===== src/dasp_pkg.sv =====
// Functional notes
// - samples travel msb first, width 16-32
// - clock master drives bit and frame clocks
// - frame rate equals higher sample rate
// - slot sharing with i2s, left, right, dsp
// - i2s msb on second rise after edge
// - i2s bit clocks per channel >= width
// - offset plus width within frame length
// - dsp: rise starts, left then right
// - dsp/justified frame exceeds twice width
// - right-justified lsb just before frame edge
// - left-justified msb right after frame edge
// - mono pcm: rise starts single channel
package dasp_pkg;
   localparam logic [2:0] FMT_I2S = 3'h0;
   localparam logic [2:0] FMT_DSP = 3'h1;
   localparam logic [2:0] FMT_RIGHT = 3'h2;
   localparam logic [2:0] FMT_LEFT = 3'h3;
   localparam logic [2:0] FMT_MONO = 3'h4;
   localparam logic [1:0] WSEL_16 = 2'h0;
   localparam logic [1:0] WSEL_20 = 2'h1;
   localparam logic [1:0] WSEL_24 = 2'h2;
   localparam logic [1:0] WSEL_32 = 2'h3;
   localparam logic [1:0] WSEL_RESET = WSEL_24;
   localparam logic [7:0] OFFSET_RESET = 8'h00;
   localparam logic [7:0] SLOTS_RESET = 8'h20;
   localparam int SYS_PERIOD_NS = 100;
   localparam int BCLK_PERIOD_NS = 800;
   localparam int BCLK_HALF_CYC = BCLK_PERIOD_NS / (2 * SYS_PERIOD_NS);

   typedef struct packed {
      logic [2:0] fmt;
      logic [1:0] wsel;
      logic [7:0] offset;
      logic [7:0] slots;
      logic wclk_square;
   } dasp_cfg_t;

   localparam dasp_cfg_t CFG_RESET = '{fmt: FMT_I2S, wsel: WSEL_RESET,
      offset: OFFSET_RESET, slots: SLOTS_RESET, wclk_square: 1'b0};

   typedef struct packed {
      logic [31:0] left;
      logic [31:0] right;
   } dasp_pair_t;

   typedef struct packed {
      logic valid;
      logic right;
      logic [4:0] idx;
   } dasp_slot_t;
endpackage


===== src/dasp_host.sv =====
`timescale 1ns/10ps
module dasp_host
   import dasp_pkg::*;
#(
   parameter int HALF_CYC = BCLK_HALF_CYC
) (
   input wire logic clk_sys,
   input wire logic arst_n,
   input wire logic enable,
   input wire dasp_cfg_t cfg,
   input wire dasp_pair_t tx_data,
   output logic tx_taken,
   output dasp_pair_t rx_data,
   output logic rx_valid,
   output logic bclk_o,
   output logic wclk_o,
   output logic sdata_o,
   input wire logic sdata_i
);
   typedef enum logic {ST_IDLE, ST_RUN} dasp_state_t;

   typedef struct packed {
      dasp_state_t st;
      logic [7:0] div;
      logic bclk;
      logic bclk_pin;
      logic wclk;
      logic sdata;
      logic [8:0] cnt;
      dasp_cfg_t cfg;
      dasp_pair_t tx;
      dasp_pair_t rxw;
      dasp_pair_t rx;
      logic rx_valid;
      logic taken;
      logic sync1;
      logic sync2;
   } dasp_regs_t;

   localparam dasp_regs_t REGS_RESET = '{st: ST_IDLE, div: 8'h00,
      bclk: 1'b1, bclk_pin: 1'b1, wclk: 1'b0, sdata: 1'b0, cnt: 9'h000,
      cfg: CFG_RESET, tx: '0, rxw: '0, rx: '0, rx_valid: 1'b0,
      taken: 1'b0, sync1: 1'b0, sync2: 1'b0};

   dasp_regs_t r_q;
   dasp_regs_t r_d;

   function automatic logic [5:0] width_bits(input logic [1:0] wsel);
      case (wsel)
         WSEL_16: width_bits = 6'h10;
         WSEL_20: width_bits = 6'h14;
         WSEL_24: width_bits = 6'h18;
         default: width_bits = 6'h20;
      endcase
   endfunction

   // keeps the far end inside its frame limits, whatever the user asks
   function automatic dasp_cfg_t fit_cfg(input dasp_cfg_t c);
      int w;
      int need;
      int frame;
      fit_cfg = c;
      w = int'(width_bits(c.wsel));
      // i2s data starts one bit after the frame edge and positions are
      // counted inside each half, so a half of exactly w bits would lose
      // the lsb: every format gets one spare bit clock per channel
      need = w + 1;
      if (int'(c.slots) < need) begin
         fit_cfg.slots = 8'(need);
      end
      frame = 2 * int'(fit_cfg.slots);
      if (int'(c.offset) > frame - w) begin
         fit_cfg.offset = 8'(frame - w);
      end
   endfunction

   // which channel and bit index the given bit clock of the frame holds
   function automatic dasp_slot_t slot_of(input dasp_cfg_t c,
                                          input logic [8:0] cnt);
      int w;
      int s;
      int p;
      int k;
      logic h;
      logic ok;
      w = int'(width_bits(c.wsel));
      s = int'(c.slots);
      h = (int'(cnt) >= s);
      p = h ? int'(cnt) - s : int'(cnt);
      ok = 1'b1;
      slot_of.right = h;
      case (c.fmt)
         FMT_I2S: k = p - 1 - int'(c.offset);
         FMT_LEFT: k = p - int'(c.offset);
         FMT_RIGHT: k = p - (s - w);
         FMT_DSP: begin
            k = int'(cnt) - int'(c.offset);
            slot_of.right = (k >= w);
            if (k >= w) begin
               k = k - w;
            end
         end
         FMT_MONO: begin
            k = int'(cnt) - int'(c.offset);
            slot_of.right = 1'b0;
         end
         default: begin
            k = 0;
            ok = 1'b0;
         end
      endcase
      slot_of.valid = ok && (k >= 0) && (k < w);
      slot_of.idx = slot_of.valid ? 5'(w - 1 - k) : 5'h00;
   endfunction

   function automatic logic frame_level(input dasp_cfg_t c,
                                        input logic [8:0] cnt);
      logic first_half;
      first_half = (cnt < {1'b0, c.slots});
      case (c.fmt)
         FMT_I2S: frame_level = !first_half;
         FMT_LEFT, FMT_RIGHT: frame_level = first_half;
         default: frame_level = c.wclk_square ? first_half
                                              : (cnt == 9'h000);
      endcase
   endfunction

   always_comb begin
      dasp_slot_t sl;
      logic fall;
      logic wrap;
      logic [8:0] last;
      logic inv;
      sl = '0;
      fall = 1'b0;
      wrap = 1'b0;
      last = 9'h000;
      inv = 1'b0;
      r_d = r_q;
      r_d.sync1 = sdata_i;
      r_d.sync2 = r_q.sync1;
      r_d.rx_valid = 1'b0;
      r_d.taken = 1'b0;
      case (r_q.st)
         ST_IDLE: begin
            r_d.cfg = fit_cfg(cfg);
            r_d.cnt = {r_d.cfg.slots, 1'b0} - 9'h001;
            r_d.div = 8'h00;
            r_d.bclk = 1'b1;
            r_d.wclk = 1'b0;
            r_d.sdata = 1'b0;
            if (enable) begin
               r_d.st = ST_RUN;
            end
         end
         ST_RUN: begin
            if (r_q.div == 8'(HALF_CYC - 1)) begin
               r_d.div = 8'h00;
               r_d.bclk = !r_q.bclk;
               fall = r_q.bclk;
            end else begin
               r_d.div = r_q.div + 8'h01;
            end
            if (fall) begin
               // sync2 lags the pin by two cycles, still inside this bit
               sl = slot_of(r_q.cfg, r_q.cnt);
               if (sl.valid) begin
                  if (sl.right) begin
                     r_d.rxw.right[sl.idx] = r_q.sync2;
                  end else begin
                     r_d.rxw.left[sl.idx] = r_q.sync2;
                  end
               end
               last = {r_q.cfg.slots, 1'b0} - 9'h001;
               wrap = (r_q.cnt == last);
               r_d.cnt = wrap ? 9'h000 : r_q.cnt + 9'h001;
               if (wrap) begin
                  // settings only change on a frame boundary
                  r_d.rx = r_d.rxw;
                  r_d.rx_valid = 1'b1;
                  r_d.rxw = '0;
                  r_d.tx = tx_data;
                  r_d.taken = 1'b1;
                  r_d.cfg = fit_cfg(cfg);
                  if (!enable) begin
                     r_d.st = ST_IDLE;
                  end
               end
               r_d.wclk = frame_level(r_d.cfg, r_d.cnt);
               sl = slot_of(r_d.cfg, r_d.cnt);
               if (sl.valid) begin
                  r_d.sdata = sl.right ? r_d.tx.right[sl.idx]
                                       : r_d.tx.left[sl.idx];
               end else begin
                  r_d.sdata = 1'b0;
               end
            end
         end
         default: r_d = REGS_RESET;
      endcase
      // dsp and mono sample on the falling pin edge: invert the pin
      inv = (r_d.cfg.fmt == FMT_DSP) || (r_d.cfg.fmt == FMT_MONO);
      r_d.bclk_pin = r_d.bclk ^ inv;
   end

   always_ff @(posedge clk_sys or negedge arst_n) begin
      if (!arst_n) begin
         r_q <= REGS_RESET;
      end else begin
         r_q <= r_d;
      end
   end

   assign tx_taken = r_q.taken;
   assign rx_data = r_q.rx;
   assign rx_valid = r_q.rx_valid;
   assign bclk_o = r_q.bclk_pin;
   assign wclk_o = r_q.wclk;
   assign sdata_o = r_q.sdata;
endmodule // dasp_host


===== config.mk =====
export PLATFORM = sky130hd
export DESIGN_NAME = dasp_host
export DESIGN_NICKNAME = d
export VERILOG_FILES = /design/src/dasp_pkg.sv /design/src/dasp_host.sv
export SDC_FILE = /design/constraint.sdc
export NUM_CORES = 1
export LEC_CHECK = 0
export ABC_AREA = 1
export BUFFER_PORTS_ARGS = -buffer_cell sky130_fd_sc_hd__buf_4
export CELL_PAD_IN_SITES_DETAIL_PLACEMENT = 0
export CELL_PAD_IN_SITES_GLOBAL_PLACEMENT = 1
export CORE_MARGIN = 2
export CORE_UTILIZATION = 45
export CTS_CLUSTER_DIAMETER = 60
export CTS_CLUSTER_SIZE = 12
export DETAILED_ROUTE_END_ITERATION = 8
export PLACE_DENSITY = 0.82
export SYNTH_ARGS = -nofsm -noshare
export SYNTH_HDL_FRONTEND = slang
export SYNTH_SLANG_ARGS = --single-unit
export TNS_END_PERCENT = 1

===== constraint.sdc =====
create_clock -name clk_sys -period 10.5 [get_ports clk_sys]
set_input_delay 0.525 -clock clk_sys [delete_from_list [all_inputs] [get_ports clk_sys]]
set_output_delay 0.525 -clock clk_sys [all_outputs]
set_load 0.02 [all_outputs]

* Word level (Yosys, flattened, before mapping)
Cells that the tools add are included.
** Storage, ports and cells
- Logic and storage cells :: 180
- Output and inout bits :: 69
- Bits of input ports :: 90
- Bits in registers :: 240
** Operators by class
- Order comparisons :: 16
- Bitwise operators :: 2
- Equal/unequal tests :: 20
- Reduce and logical (&&, ||, !) cells :: 19
- $add $sub $neg :: 28
- Mux-type cells :: 73
** Operators with widths (number)
- 2-to-1 mux 216 bit :: 3
- 2-to-1 mux 32 bit :: 10
- one-hot mux 32 bit (5 select lines) :: 2
- 2-to-1 mux 227 bit :: 1
- subtractor 32 x 9 -> 32 bit :: 6
- 2-to-1 mux 8 bit :: 9
- one-hot mux 33 bit (2 select lines) :: 1
- bitwise mux 32 bit :: 2
- >= comparator 32 x 1 -> 1 bit, second input constant :: 2
- greater-than comparator 9 x 32 -> 1 bit :: 2
- < comparator 32 x 7 -> 1 bit :: 2
- 2-to-1 mux 64 bit :: 1
- subtractor 32 x 2 -> 32 bit, second input constant :: 2
- one-hot mux 6 bit (3 select lines) :: 3
- 2-to-1 mux 6 bit :: 8
- subtractor 9 x 8 -> 10 bit :: 4
- 2-to-1 mux 1 bit :: 22
- subtractor 10 x 7 -> 11 bit :: 2
- >= comparator 10 x 7 -> 1 bit :: 2
- one-hot mux 10 bit (2 select lines) :: 1
- subtractor 9 x 6 -> 10 bit :: 2
- >= comparator 9 x 8 -> 1 bit :: 2
- subtractor 8 x 6 -> 9 bit :: 2
- subtractor 9 x 1 -> 9 bit, second input constant :: 2
- other kinds (36) :: 65

* Longest topological paths before layout
Gate-level depths: netlist of the first run.
- Depth after elaboration :: 46
- Gate-level depth with buffers :: 66
- Depth with buffers taken out :: 65

* Worst setup path after synthesis of the first run
OpenSTA, ideal clock, no wires.
- Path kind :: input to register
- From :: in cfg[18] in the netlist's numbering
- To :: reg r_q, in the netlist sdata_o
- Cell stages on the path :: 63
- Data required time :: 10.383 ns
- Buffers on the path :: 1
- Arrival :: 9.256 ns
- Path slack :: 1.126 ns
- Setup time :: 0.117 ns
- Cells stage by stage :: inv_1 nor2_1 inv_1 ha_1 nand2_1 o21ai_0 nand4_1 nand2_1 inv_1 or2_2 o21ai_0 inv_1 ha_1 a21oi_1 and2_1 inv_1 a211oi_1 xor2_1 [27 not listed] ha_1 fa_1 or2_2 nand2_1 a21oi_1 nor3_1 nor2_4 nand2_4 inv_4 nand2_4 buf_6 nand3_1 nand3_1 nand3_1 nand3_1 nand3_1 nand3_1 nand2_1
** On the way
- Word-level cells in the longest chain between the ends :: 33
- Elaborated cells between the ends (all ways) :: 58
- Those cells by class :: 12 x add/sub; 6 x order compare; 4 x eq/ne; 32 x mux; 4 x reduce/logical
** RTL lines
- start, declared :: line dasp_host.sv:10 : input wire dasp_cfg_t cfg,
- equality test 2 bit, or another cell as far along :: line dasp_host.sv:49 : case (wsel)
- one-hot mux 6 bit (3 select lines) :: line dasp_host.sv:49
- 2-to-1 mux 6 bit :: line dasp_host.sv:177 : if (wrap) begin
- 2-to-1 mux 6 bit :: line dasp_host.sv:164 : if (fall) begin
- 2-to-1 mux 6 bit :: line dasp_host.sv:144 : case (r_q.st)
- adder 6 x 1 -> 7 bit :: line dasp_host.sv:67 : need = w + 1;
- < comparator 8 x 7 -> 1 bit :: line dasp_host.sv:68 : if (int'(c.slots) < need) begin
- 2-to-1 mux 8 bit :: line dasp_host.sv:68
- [16 not listed]
- logical AND 1 bit (2 in series) :: line dasp_host.sv:112 : slot_of.valid = ok && (k >= 0) && (k < w);
- 2-to-1 mux 5 bit :: line dasp_host.sv:113 : slot_of.idx = slot_of.valid ? 5'(w - 1 - k) : 5'h00;
- binary-select mux 1 bit (select 5 bit) (on tied branches) :: line dasp_host.sv:193, dasp_host.sv:192
- 2-to-1 mux 1 bit (on tied branches) :: line dasp_host.sv:193, dasp_host.sv:192
- 2-to-1 mux 1 bit :: line dasp_host.sv:192 : r_d.sdata = sl.right ? r_d.tx.right[sl.idx]
- 2-to-1 mux 1 bit (*) :: line dasp_host.sv:191 : if (sl.valid) begin
- 2-to-1 mux 227 bit (*) :: line dasp_host.sv:164
- one-hot mux 33 bit (2 select lines) (*) :: line dasp_host.sv:144
- end signal, assigned :: line dasp_host.sv:210 : r_q <= r_d;
- end, declared :: line dasp_host.sv:45 : dasp_regs_t r_q;
Mark *: on every way between the ends. The rest lies on a longest branch, timed or not. The select of a mux whose other input is x is not followed.
A chain may end at the register's enable or synchronous reset.

* Worst setup path in the final report of the first run
Ends and elaborated chain as after synthesis.

==> flow_metrics.py, run 1 <==
metrics = {
    "outcome": {
        "status": "finished with violations",
        "violations": "negative hold slack",
    },
    "clock_network": {
        "cts-root-buf": "clkbuf_16",
        "insertion_delay_ns": 0.59,
        "cts_tree": "built",
        "cts_max_level": 1,
        "cts.sinks": 239,
        "numCtsBuffers": 30,
        "cts.reportedPaths.clkPinSlew_ns": 0.06,
        "clock_path_buffers": 3,
    },
    "route": {
        "drcViolationCount": 0,
        "drtPass1Iterations": 7,
        "drt_iter0_drc": 1714,
        "avgViaCountPerCell": 5.455,
        "wire_per_inst_um": 17.65,
        "drt_wl_total_um": 61360,
        "vias": 18962,
        "drt.antenna.violating_nets": 0,
    },
    "setup_path": {
        "cpPeakStageDelay_ns": 0.41,
        "crit_start": "cfg[18]",
        "worstReg2RegStart": "r_q[197]",
        "slowest_stage": "fa_1",
        "cp_common_cell": "inv_1",
        "regToRegSetupSlack_ns": 1.00,
        "cp_max_fo": 16,
        "r2r_cells": 46,
        "worstSetupEndpointType": "register",
        "critPathArrivalTime_ns": 10.16,
        "required_ns": 10.98,
        "r2r_end": "sdata_o",
        "critical_path_class": "input pin to register",
        "start_kind": "input pin",
        "timing.critical_path.to": "sdata_o",
    },
    "place": {
        "port_buffers": 158,
        "hpwl_um": 45660,
        "routabilityCongestion": 1.003,
    },
    "sta": {
        "post-route-min-period_ns": 9.679,
        "drv_slew": 0,
        "hold_violations": 2,
        "finClkSkew_ns": 0.02191,
        "max_slew_margin_pct": 16.39,
        "setup_tns_ns": 0,
        "setup_viol": 0,
        "fmax_mhz": 103.3,
        "worst_pin_slew_ns": 1.249,
        "period_share_pct": 92.18,
        "holdWs_ns": -0.005732,
    },
    "min_path": {
        "hold_path_class": "input pin to asynchronous set/reset pin",
    },
    "finish": {
        "final_cell_mix": "nand2_1, inv_1, o21ai_0",
        "final_common_cell": "nand2_1",
        "multi_input_area_mm2": 0.01132,
        "drive_gt1_share_pct": 10.72,
        "fillCellCount": 4359,
        "area_delta_synth_final_pct": 11.69,
        "register_area_mm2": 0.005986,
        "antennaDiodeCount": 0,
        "fin_nets": 3117,
    },
    "synthesis": {
        "synth.area.top_cells": "dfrtp_1, nand2_1, o21ai_0",
        "ys_ff_latch": 239,
        "dominantRegCellSynth": "dfrtp_1",
        "netlist_area_mm2": 0.01956,
        "synth_seq_area_share_pct": 30.60,
        "avgSynthCellArea_um2": 6.925,
        "ys_async_sr_fraction_pct": 100.0,
        "synth_fp_nets": 3068,
        "ys_warn_count": 0,
        "synth_area_leader_cell": "dfrtp_1",
        "yosysUniqueCellTypes": 69,
        "synth-edff-count": 0,
        "synth_top_area_share_pct": 30.06,
        "syn_inst": 2825,
    },
    "grt": {
        "antenna_found_initial": 0,
        "grt.overflow.total": 0,
        "grt_use_total_pct": 27.18,
        "grt_pass1_vias": 17979,
        "grt_pass1_wl_um": 97670,
        "grt_max_degree": 129,
    },
    "pwr": {
        "peakVddDrop_v": 0.0001084,
        "power_mw": 2.267,
        "p_per_area_mw_per_mm2": 103.8,
        "leakage_nw": 11.49,
    },
    "floorplan": {
        "die_w_um": 212.5,
        "dieArea_mm2": 0.04516,
        "fp-row-count": 76,
        "io_pins": 159,
        "core_mm2": 0.04298,
        "initial_core_util_pct": 45.51,
        "fp.dieH_um": 212.5,
    },
    "flow_run": {
        "drv_cap": 0,
    },
}
==> worst min-delay path by stage <==
stage                  from        to  slack [ns]  cells past startpoint
global route        sdata_i    r_d[0]        0.02                      1
detailed placement   r_d[0]    r_q[0]        0.36                      0
CTS                 sdata_i    r_d[0]       0.005                      1
floorplan            arst_n    r_d[0]        0.23                      0
global placement     r_d[0]    r_q[0]        0.34                      0
finish               arst_n  r_q[177]      -0.006                      1
==> logic make-up after synthesis <==
kind of cell | Yosys count | share of synthesized area (%)
buffers and inverters | 548 | 11.95
and+or+nand+nor | 1264 | 28.04
AOI/OAI and AO/OA | 569 | 16.15
xor gates and xnor gates | 52 | 2.367
adders and majority gates | 153 | 10.90
DFF | 239 | 30.60
==> critical path, delay by kind of cell <==
family / cells / cell delay [ns]
compound gates: 10 / 1.50
xor+xnor: 2 / 0.27
fa+ha+maj: 8 / 2.58
buf+inv: 12 / 1.09
simple gates: 33 / 4.20
==> cell type report <==
class | count | share of cell area (%)
clock buffers | 37 | 3.694
clock inverters | 12 | 0.8361
inverters | 379 | 6.523
multi-input cells | 2039 | 51.81
flip-flops and latches | 239 | 27.40
well taps | 585 | 3.350
repair buffers | 185 | 6.391
==> registers in the layout (all words and copies together) (netlist names) <==
register	count
sdata_o	1
rx_valid	1
wclk_o	1
r_q	170
bclk_o	1
rx_data	64
r_d	1
==> Yosys cell counts (18+ instances only) <==
library cell	number
or2_2	18
dfrtp_1	235
nor3_1	34
nor2_1	175
buf_4	67
fa_1	29
ha_1	124
o21ai_0	328
a21oi_1	127
xor2_1	30
o221ai_1	20
nand4_1	61
nand3_1	222
nand2_1	702
inv_1	363
clkbuf_1	79
xnor2_1	21
==> timing repair <==
action	in CTS	in global routing
endpoints found under the setup margin	0	1
hold buffers	0	0
setup buffers	0	1
gates resized for setup	0	16
==> report_power, final <==
group,internal [mW],total (mW),leakage [nW],switching (mW)
clock,0.622,1.06,0.481,0.441
sequential,0.924,0.930,2.86,0.00670
combinational,0.0965,0.274,8.15,0.177
total,1.64,2.27,11.5,0.625
==> metrics by stage <==
| stage | utilization (%) | cell area (um2) | instances | setup WS, ns | hold WS [ns] |
|---|---|---|---|---|---|
| after floorplan | - | 19560 | 2825 | 1.126 | 0.2294 |
| after global placement | 48.37 | 20790 | 3425 | 0.1104 | 0.3390 |
| after detailed placement | 48.37 | 20790 | 3425 | -0.1756 | 0.3576 |
| after CTS | 50.67 | 21780 | 3474 | 0.3673 | 0.005467 |
| after global routing | 50.83 | 21850 | 3476 | -0.1200 | 0.01795 |
| final | 50.83 | 21850 | 3476 | 0.8208 | -0.005732 |
==> layer usage <==
metal | wire length, um | vias up | share of wire, % | global-route usage, %
li1 | - | 9349 | - | -
met1 | 27490 | 8881 | 45 | 38.00
met2 | 27960 | 635 | 46 | 43.88
met3 | 4029 | 97 | 6.6 | 3.397
met4 | 1879 | 0 | 3.1 | 8.319
met5 | 0 | - | 0 | 0
Note: power is estimated with default switching activity, not from simulation.
==> run 2, diff against run 1 <==
==> constraint.sdc (replaced) <==
create_clock -name clk_sys -period 10.5 [get_ports clk_sys]
set_input_delay 0 -clock clk_sys [delete_from_list [all_inputs] [get_ports clk_sys]]
set_output_delay 0 -clock clk_sys [all_outputs]
set_load 0.02 [all_outputs]
==> flow_metrics.py, run 2 (synthesis results as in run 1) <==
metrics = {
    "outcome": {
        "status": "completed",
    },
    "route": {
        "drt.antenna.violating_nets": 0,
        "vias": 19330,
        "drt_iter0_drc": 1551,
        "drcViolationCount": 0,
        "wire_per_inst_um": 17.65,
        "avgViaCountPerCell": 5.407,
        "drtPass1Iterations": 7,
        "drt_wl_total_um": 63110,
    },
    "finish": {
        "antennaDiodeCount": 0,
        "area_delta_synth_final_pct": 16.28,
        "regMostFlops": "r_q",
        "fin_nets": 3213,
        "multi_input_area_mm2": 0.01136,
        "register_area_mm2": 0.005986,
        "fillCellCount": 4336,
        "drive_gt1_share_pct": 10.54,
        "largest_register_ffs": 170,
        "final_cell_mix": "nand2_1, inv_1, o21ai_0",
        "finalNonFillerCells": 3575,
        "final_common_cell": "nand2_1",
    },
    "setup_path": {
        "path_delay_family": "simple AND/OR/NAND/NOR gates",
        "cp_common_cell": "inv_1",
        "cpPeakStageDelay_ns": 0.53,
        "r2r_end": "sdata_o",
        "critPathArrivalTime_ns": 10.08,
        "critical_path_class": "input pin to register",
        "critPathBufInv": 14,
        "start_kind": "input pin",
        "cp_max_fo": 14,
        "r2r_cells": 46,
        "worstReg2RegStart": "r_q[197]",
        "slowest_stage": "dlygate4sd3_1",
        "required_ns": 10.95,
        "worstSetupEndpointType": "register",
        "regToRegSetupSlack_ns": 0.91,
    },
    "floorplan": {
        "io_pins": 159,
        "fp.dieH_um": 212.5,
        "initial_core_util_pct": 45.51,
        "core_mm2": 0.04298,
        "fp-row-count": 76,
        "die_w_um": 212.5,
        "dieArea_mm2": 0.04516,
    },
    "sta": {
        "hold_violations": 0,
        "max_slew_margin_pct": 17.25,
        "worst_pin_slew_ns": 1.237,
        "period_share_pct": 91.73,
        "post-route-min-period_ns": 9.632,
        "finClkSkew_ns": 0.04375,
        "setup_viol": 0,
        "drv_slew": 0,
        "fmax_mhz": 103.8,
    },
    "pwr": {
        "swShare_pct": 27.91,
        "p_seq_share_pct": 42.0,
        "power_mw": 2.213,
        "netSwitchingPower_mw": 0.6177,
        "leakage_nw": 11.85,
        "internal-power_mw": 1.596,
        "clkPwrFrac_pct": 44.4,
        "p_per_area_mw_per_mm2": 97.30,
        "peakVddDrop_v": 0.0001316,
        "share_comb_of_total_power_pct": 13.6,
    },
    "place": {
        "port_buffers": 158,
        "hpwl_um": 46100,
        "routabilityCongestion": 0.9734,
        "dp_cells": 3424,
    },
    "min_path": {
        "hold_path_class": "input pin to register",
        "min-delay-start": "sdata_i",
        "hold_end": "r_d[0]",
        "holdPathStages": 2,
    },
    "grt": {
        "grt_max_degree": 129,
        "antenna_found_initial": 0,
        "grt.overflow.total": 0,
        "grt_pass1_vias": 18964,
        "grt_use_total_pct": 28.04,
        "grt_pass1_wl_um": 100600,
    },
    "clock_network": {
        "cts.sinks": 239,
        "cts_tree": "built",
        "clock_path_buffers": 3,
        "insertion_delay_ns": 0.60,
        "cts_max_level": 1,
        "cts-root-buf": "clkbuf_16",
        "cts.reportedPaths.clkPinSlew_ns": 0.06,
        "numCtsBuffers": 29,
    },
    "flow_run": {
        "drv_cap": 0,
    },
}
[run 2: cell count changes in the layout (fill, tap and decap cells not counted), sizes merged, moves of 2 or more]
cell / previous run / this run
clkbuf: 37 / 39
buf: 185 / 189
clkinv: 5 / 9
bufinv: 3 / 1
nor2: 186 / 188
dlygate4sd3: 0 / 90
[run 2: layer usage]
layer	global-route usage [%]	share of wire [%]	routed length, um	vias to the layer above
li1	-	-	-	9561
met1	38.38	46	28720	9064
met2	45.41	45	28560	590
met3	3.427	5.4	3403	115
met4	10.56	3.8	2429	0
met5	0	0	0	-
[run 2: timing repair]
action | CTS | global route
hold endpoints to repair | 199 | 0
hold buffers | 90 | 0
gates resized for setup | 0 | 17
buffers inserted | 0 | 6
endpoints found under the setup margin | 0 | 1
[run 2: power groups by stage]
| stage | Clock [mW] | Sequential (mW) | Combinational [mW] |
|---|---|---|---|
| final | 0.982 | 0.930 | 0.301 |
| after global routing | 1.05 | 0.930 | 0.340 |
| after CTS | 1.01 | 0.929 | 0.295 |
| after detailed placement | 0 | 0.946 | 0.267 |
| after global placement | 0 | 0.946 | 0.263 |
| after floorplan | 0 | 0.944 | 0.165 |
[run 2: area by class of cell]
cell class	instances	area share, %
Sequential cell	239	26.31
Clock buffer	39	3.443
Multi-Input combinational cell	2042	49.93
Inverter	379	6.265
Tap cell	585	3.218
Timing Repair Buffer	279	10.29
Clock inverter	12	0.5445
[run 2: worst register-to-register path: cells and delay by family, from the launching register on]
kind	cells	cell delay, ns
adder cells (fa/ha/maj)	4	1.57
AND/OR/NAND/NOR	29	4.66
AO/OA/AOI/OAI	6	1.85
buffers and inverters	7	0.89
flip-flops	1	0.49
[run 2: how the worst max path moves through the flow]
stage	start	end	slack, ns	depth (start not counted)
finish	cfg[17]	sdata_o	0.87	66
global route	cfg[17]	sdata_o	-0.003	66
CTS	cfg[17]	sdata_o	0.04	62
detailed placement	cfg[18]	sdata_o	0.003	61
global placement	cfg[18]	sdata_o	0.40	61
floorplan	cfg[18]	sdata_o	1.65	63
[run 2: stage by stage]
| stage | setup WS, ns | setup TNS (ns) | cell area, um2 | hold WS [ns] | utilization [%] |
|---|---|---|---|---|---|
| floorplan | 1.651 | 0 | 19560 | -0.2956 | - |
| global placement | 0.3968 | 0 | 20780 | 0.1107 | 48.35 |
| detailed placement | 0.003477 | 0 | 20780 | 0.1126 | 48.35 |
| CTS | 0.03970 | 0 | 22590 | 0.01787 | 52.56 |
| global route | -0.002542 | -0.002542 | 22750 | 0.03186 | 52.93 |
| finish | 0.8680 | 0 | 22750 | 0.05407 | 52.93 |
==> run 3, diff against run 2 <==
--- a/config.mk
+++ b/config.mk
@@ -10,11 +10,11 @@
 export CELL_PAD_IN_SITES_DETAIL_PLACEMENT = 0
 export CELL_PAD_IN_SITES_GLOBAL_PLACEMENT = 1
 export CORE_MARGIN = 2
-export CORE_UTILIZATION = 45
+export CORE_UTILIZATION = 40
 export CTS_CLUSTER_DIAMETER = 60
 export CTS_CLUSTER_SIZE = 12
 export DETAILED_ROUTE_END_ITERATION = 8
-export PLACE_DENSITY = 0.82
+export PLACE_DENSITY = 0.77
 export SYNTH_ARGS = -nofsm -noshare
 export SYNTH_HDL_FRONTEND = slang
 export SYNTH_SLANG_ARGS = --single-unit
==> constraint.sdc (replaced) <==
create_clock -name clk_sys -period 8.2 [get_ports clk_sys]
set_input_delay 0 -clock clk_sys [delete_from_list [all_inputs] [get_ports clk_sys]]
set_output_delay 0 -clock clk_sys [all_outputs]
set_load 0.02 [all_outputs]
==> flow_metrics.py, run 3 (synthesis results as in run 1) <==
metrics = {
    "outcome": {
        "status": "completed",
    },
    "setup_path": {
        "critical_path_class": "input pin to register",
        "r2r_cells": 44,
        "required_ns": 8.65,
        "regToRegSetupSlack_ns": 0.49,
        "critPathBufInv": 10,
        "critPathArrivalTime_ns": 8.30,
        "path_delay_family": "simple AND/OR/NAND/NOR gates",
        "slowest_stage": "a2111oi_2",
        "cpPeakStageDelay_ns": 0.39,
        "worstReg2RegStart": "r_q[224]",
        "start_kind": "input pin",
        "cp_max_fo": 6,
        "worstSetupEndpointType": "register",
        "r2r_end": "sdata_o",
        "crit_start": "cfg[17]",
    },
    "finish": {
        "area_delta_synth_final_pct": 26.85,
        "largest_register_ffs": 170,
        "regMostFlops": "r_q",
        "fin_nets": 3393,
        "drive_gt1_share_pct": 18.76,
        "multi_input_area_mm2": 0.01182,
        "fillCellCount": 4847,
        "register_area_mm2": 0.005986,
        "final_common_cell": "nand2_1",
        "final_cell_mix": "nand2_1, buf_4, inv_1",
        "utilization_pct": 51.01,
    },
    "floorplan": {
        "fp.dieH_um": 225.1,
        "initial_core_util_pct": 40.21,
        "dieArea_mm2": 0.05069,
        "io_pins": 159,
        "fp-row-count": 81,
        "core_mm2": 0.04865,
        "die_w_um": 225.1,
    },
    "sta": {
        "post-route-min-period_ns": 7.846,
        "fmax_mhz": 127.5,
        "setup_viol": 0,
        "rsz0062_at_grt": "yes",
        "worst_pin_slew_ns": 1.236,
        "period_share_pct": 95.68,
        "setup_ws_ns": 0.3543,
        "max_slew_margin_pct": 17.37,
        "finClkSkew_ns": 0.04658,
        "drv_slew": 0,
        "hold_violations": 0,
    },
    "grt": {
        "grt_max_degree": 180,
        "grt_pass1_vias": 19082,
        "grt.overflow.total": 0,
        "antenna_found_initial": 2,
        "grt_pass1_wl_um": 103200,
        "grt_use_total_pct": 25.45,
    },
    "pwr": {
        "peakVddDrop_v": 0.0001408,
        "netSwitchingPower_mw": 0.8400,
        "clkPwrFrac_pct": 43.4,
        "internal-power_mw": 2.152,
        "swShare_pct": 28.07,
        "leakage_nw": 12.87,
        "p_per_area_mw_per_mm2": 120.6,
        "p_seq_share_pct": 39.8,
        "share_comb_of_total_power_pct": 16.8,
    },
    "clock_network": {
        "cts_max_level": 1,
        "cts.sinks": 239,
        "clock_path_buffers": 3,
        "insertion_delay_ns": 0.60,
        "numCtsBuffers": 29,
        "cts.reportedPaths.clkPinSlew_ns": 0.06,
        "cts-root-buf": "clkbuf_16",
        "cts_tree": "built",
    },
    "route": {
        "drt.antenna.violating_nets": 0,
        "vias": 19945,
        "drt_wl_total_um": 65740,
        "drcViolationCount": 0,
        "avgViaCountPerCell": 5.257,
        "drt_iter0_drc": 1436,
        "wire_per_inst_um": 17.33,
        "drtPass1Iterations": 6,
    },
    "place": {
        "hpwl_um": 48660,
        "pre_cts_slack_ns": -0.5691,
        "port_buffers": 158,
        "routabilityCongestion": 0.9366,
    },
    "min_path": {
        "hold_path_class": "input pin to asynchronous set/reset pin",
    },
    "flow_run": {
        "drv_cap": 0,
    },
}
==> run 3: per-stage QoR <==
step / setup TNS, ns / hold WS (ns) / instance area, um2 / power (mW) / cells
3_5_place_dp: -0.5691 / -0.01500 / 22180 / 1.628 / 3625
6_report: 0 / 0.02608 / 24820 / 2.992 / 3794
4_1_cts: 0 / 0.01830 / 24050 / 2.976 / 3767
5_1_grt: -0.2486 / 0.02589 / 24820 / 3.124 / 3794
3_3_place_gp: -0.3125 / -0.01470 / 22180 / 1.621 / 3625
2_1_floorplan: 0 / -0.2956 / 19630 / 1.426 / 2825
==> run 3: final cells by class <==
class / instances / share of cell area (%)
clock buffers: 39 / 3.156
well taps: 622 / 3.136
flip-flops and latches: 239 / 24.12
diodes: 1 / 0.01008
clock inverters: 13 / 0.6252
multi-input cells: 2039 / 47.64
inverters: 379 / 5.763
repair buffers: 462 / 15.55
==> run 3: metal layers <==
| metal | GRT usage (%) | up-vias | part of all wire, % |
|---|---|---|---|
| li1 | - | 9922 | - |
| met1 | 35.10 | 9420 | 46 |
| met2 | 42.38 | 493 | 47 |
| met3 | 2.829 | 108 | 4.4 |
| met4 | 6.815 | 2 | 2.6 |
| met5 | 0 | - | 0.017 |
==> run 3: how the worst max path moves through the flow <==
| stage | to | cells past startpoint |
|---|---|---|
| detailed placement | sdata_o | 63 |
| CTS | sdata_o | 65 |
| finish | sdata_o | 58 |
| floorplan | sdata_o | 57 |
| global route | sdata_o | 65 |
| global placement | sdata_o | 65 |
==> run 3: worst min-delay path: stages <==
cell           delay, ns
dlygate4sd3_1       0.56
buf_8               0.14
buf_16              0.28
==> run 3: repair_timing <==
action,4_1_cts,5_1_grt
setup buffers,0,22
hold buffers,90,0
endpoints found under the hold margin,148,0
gates cloned,0,4
pin swaps,0,63
endpoints found under the setup margin,1,1
gates resized for setup,9,146
==> run 3: power by group through the flow <==
stage          Sequential [mW]  Clock, mW  Combinational [mW]
4_1_cts                   1.19       1.33               0.457
5_1_grt                   1.19       1.38               0.556
6_report                  1.19       1.30               0.502
3_3_place_gp              1.21          0               0.410
2_1_floorplan             1.21          0               0.216
3_5_place_dp              1.21          0               0.417
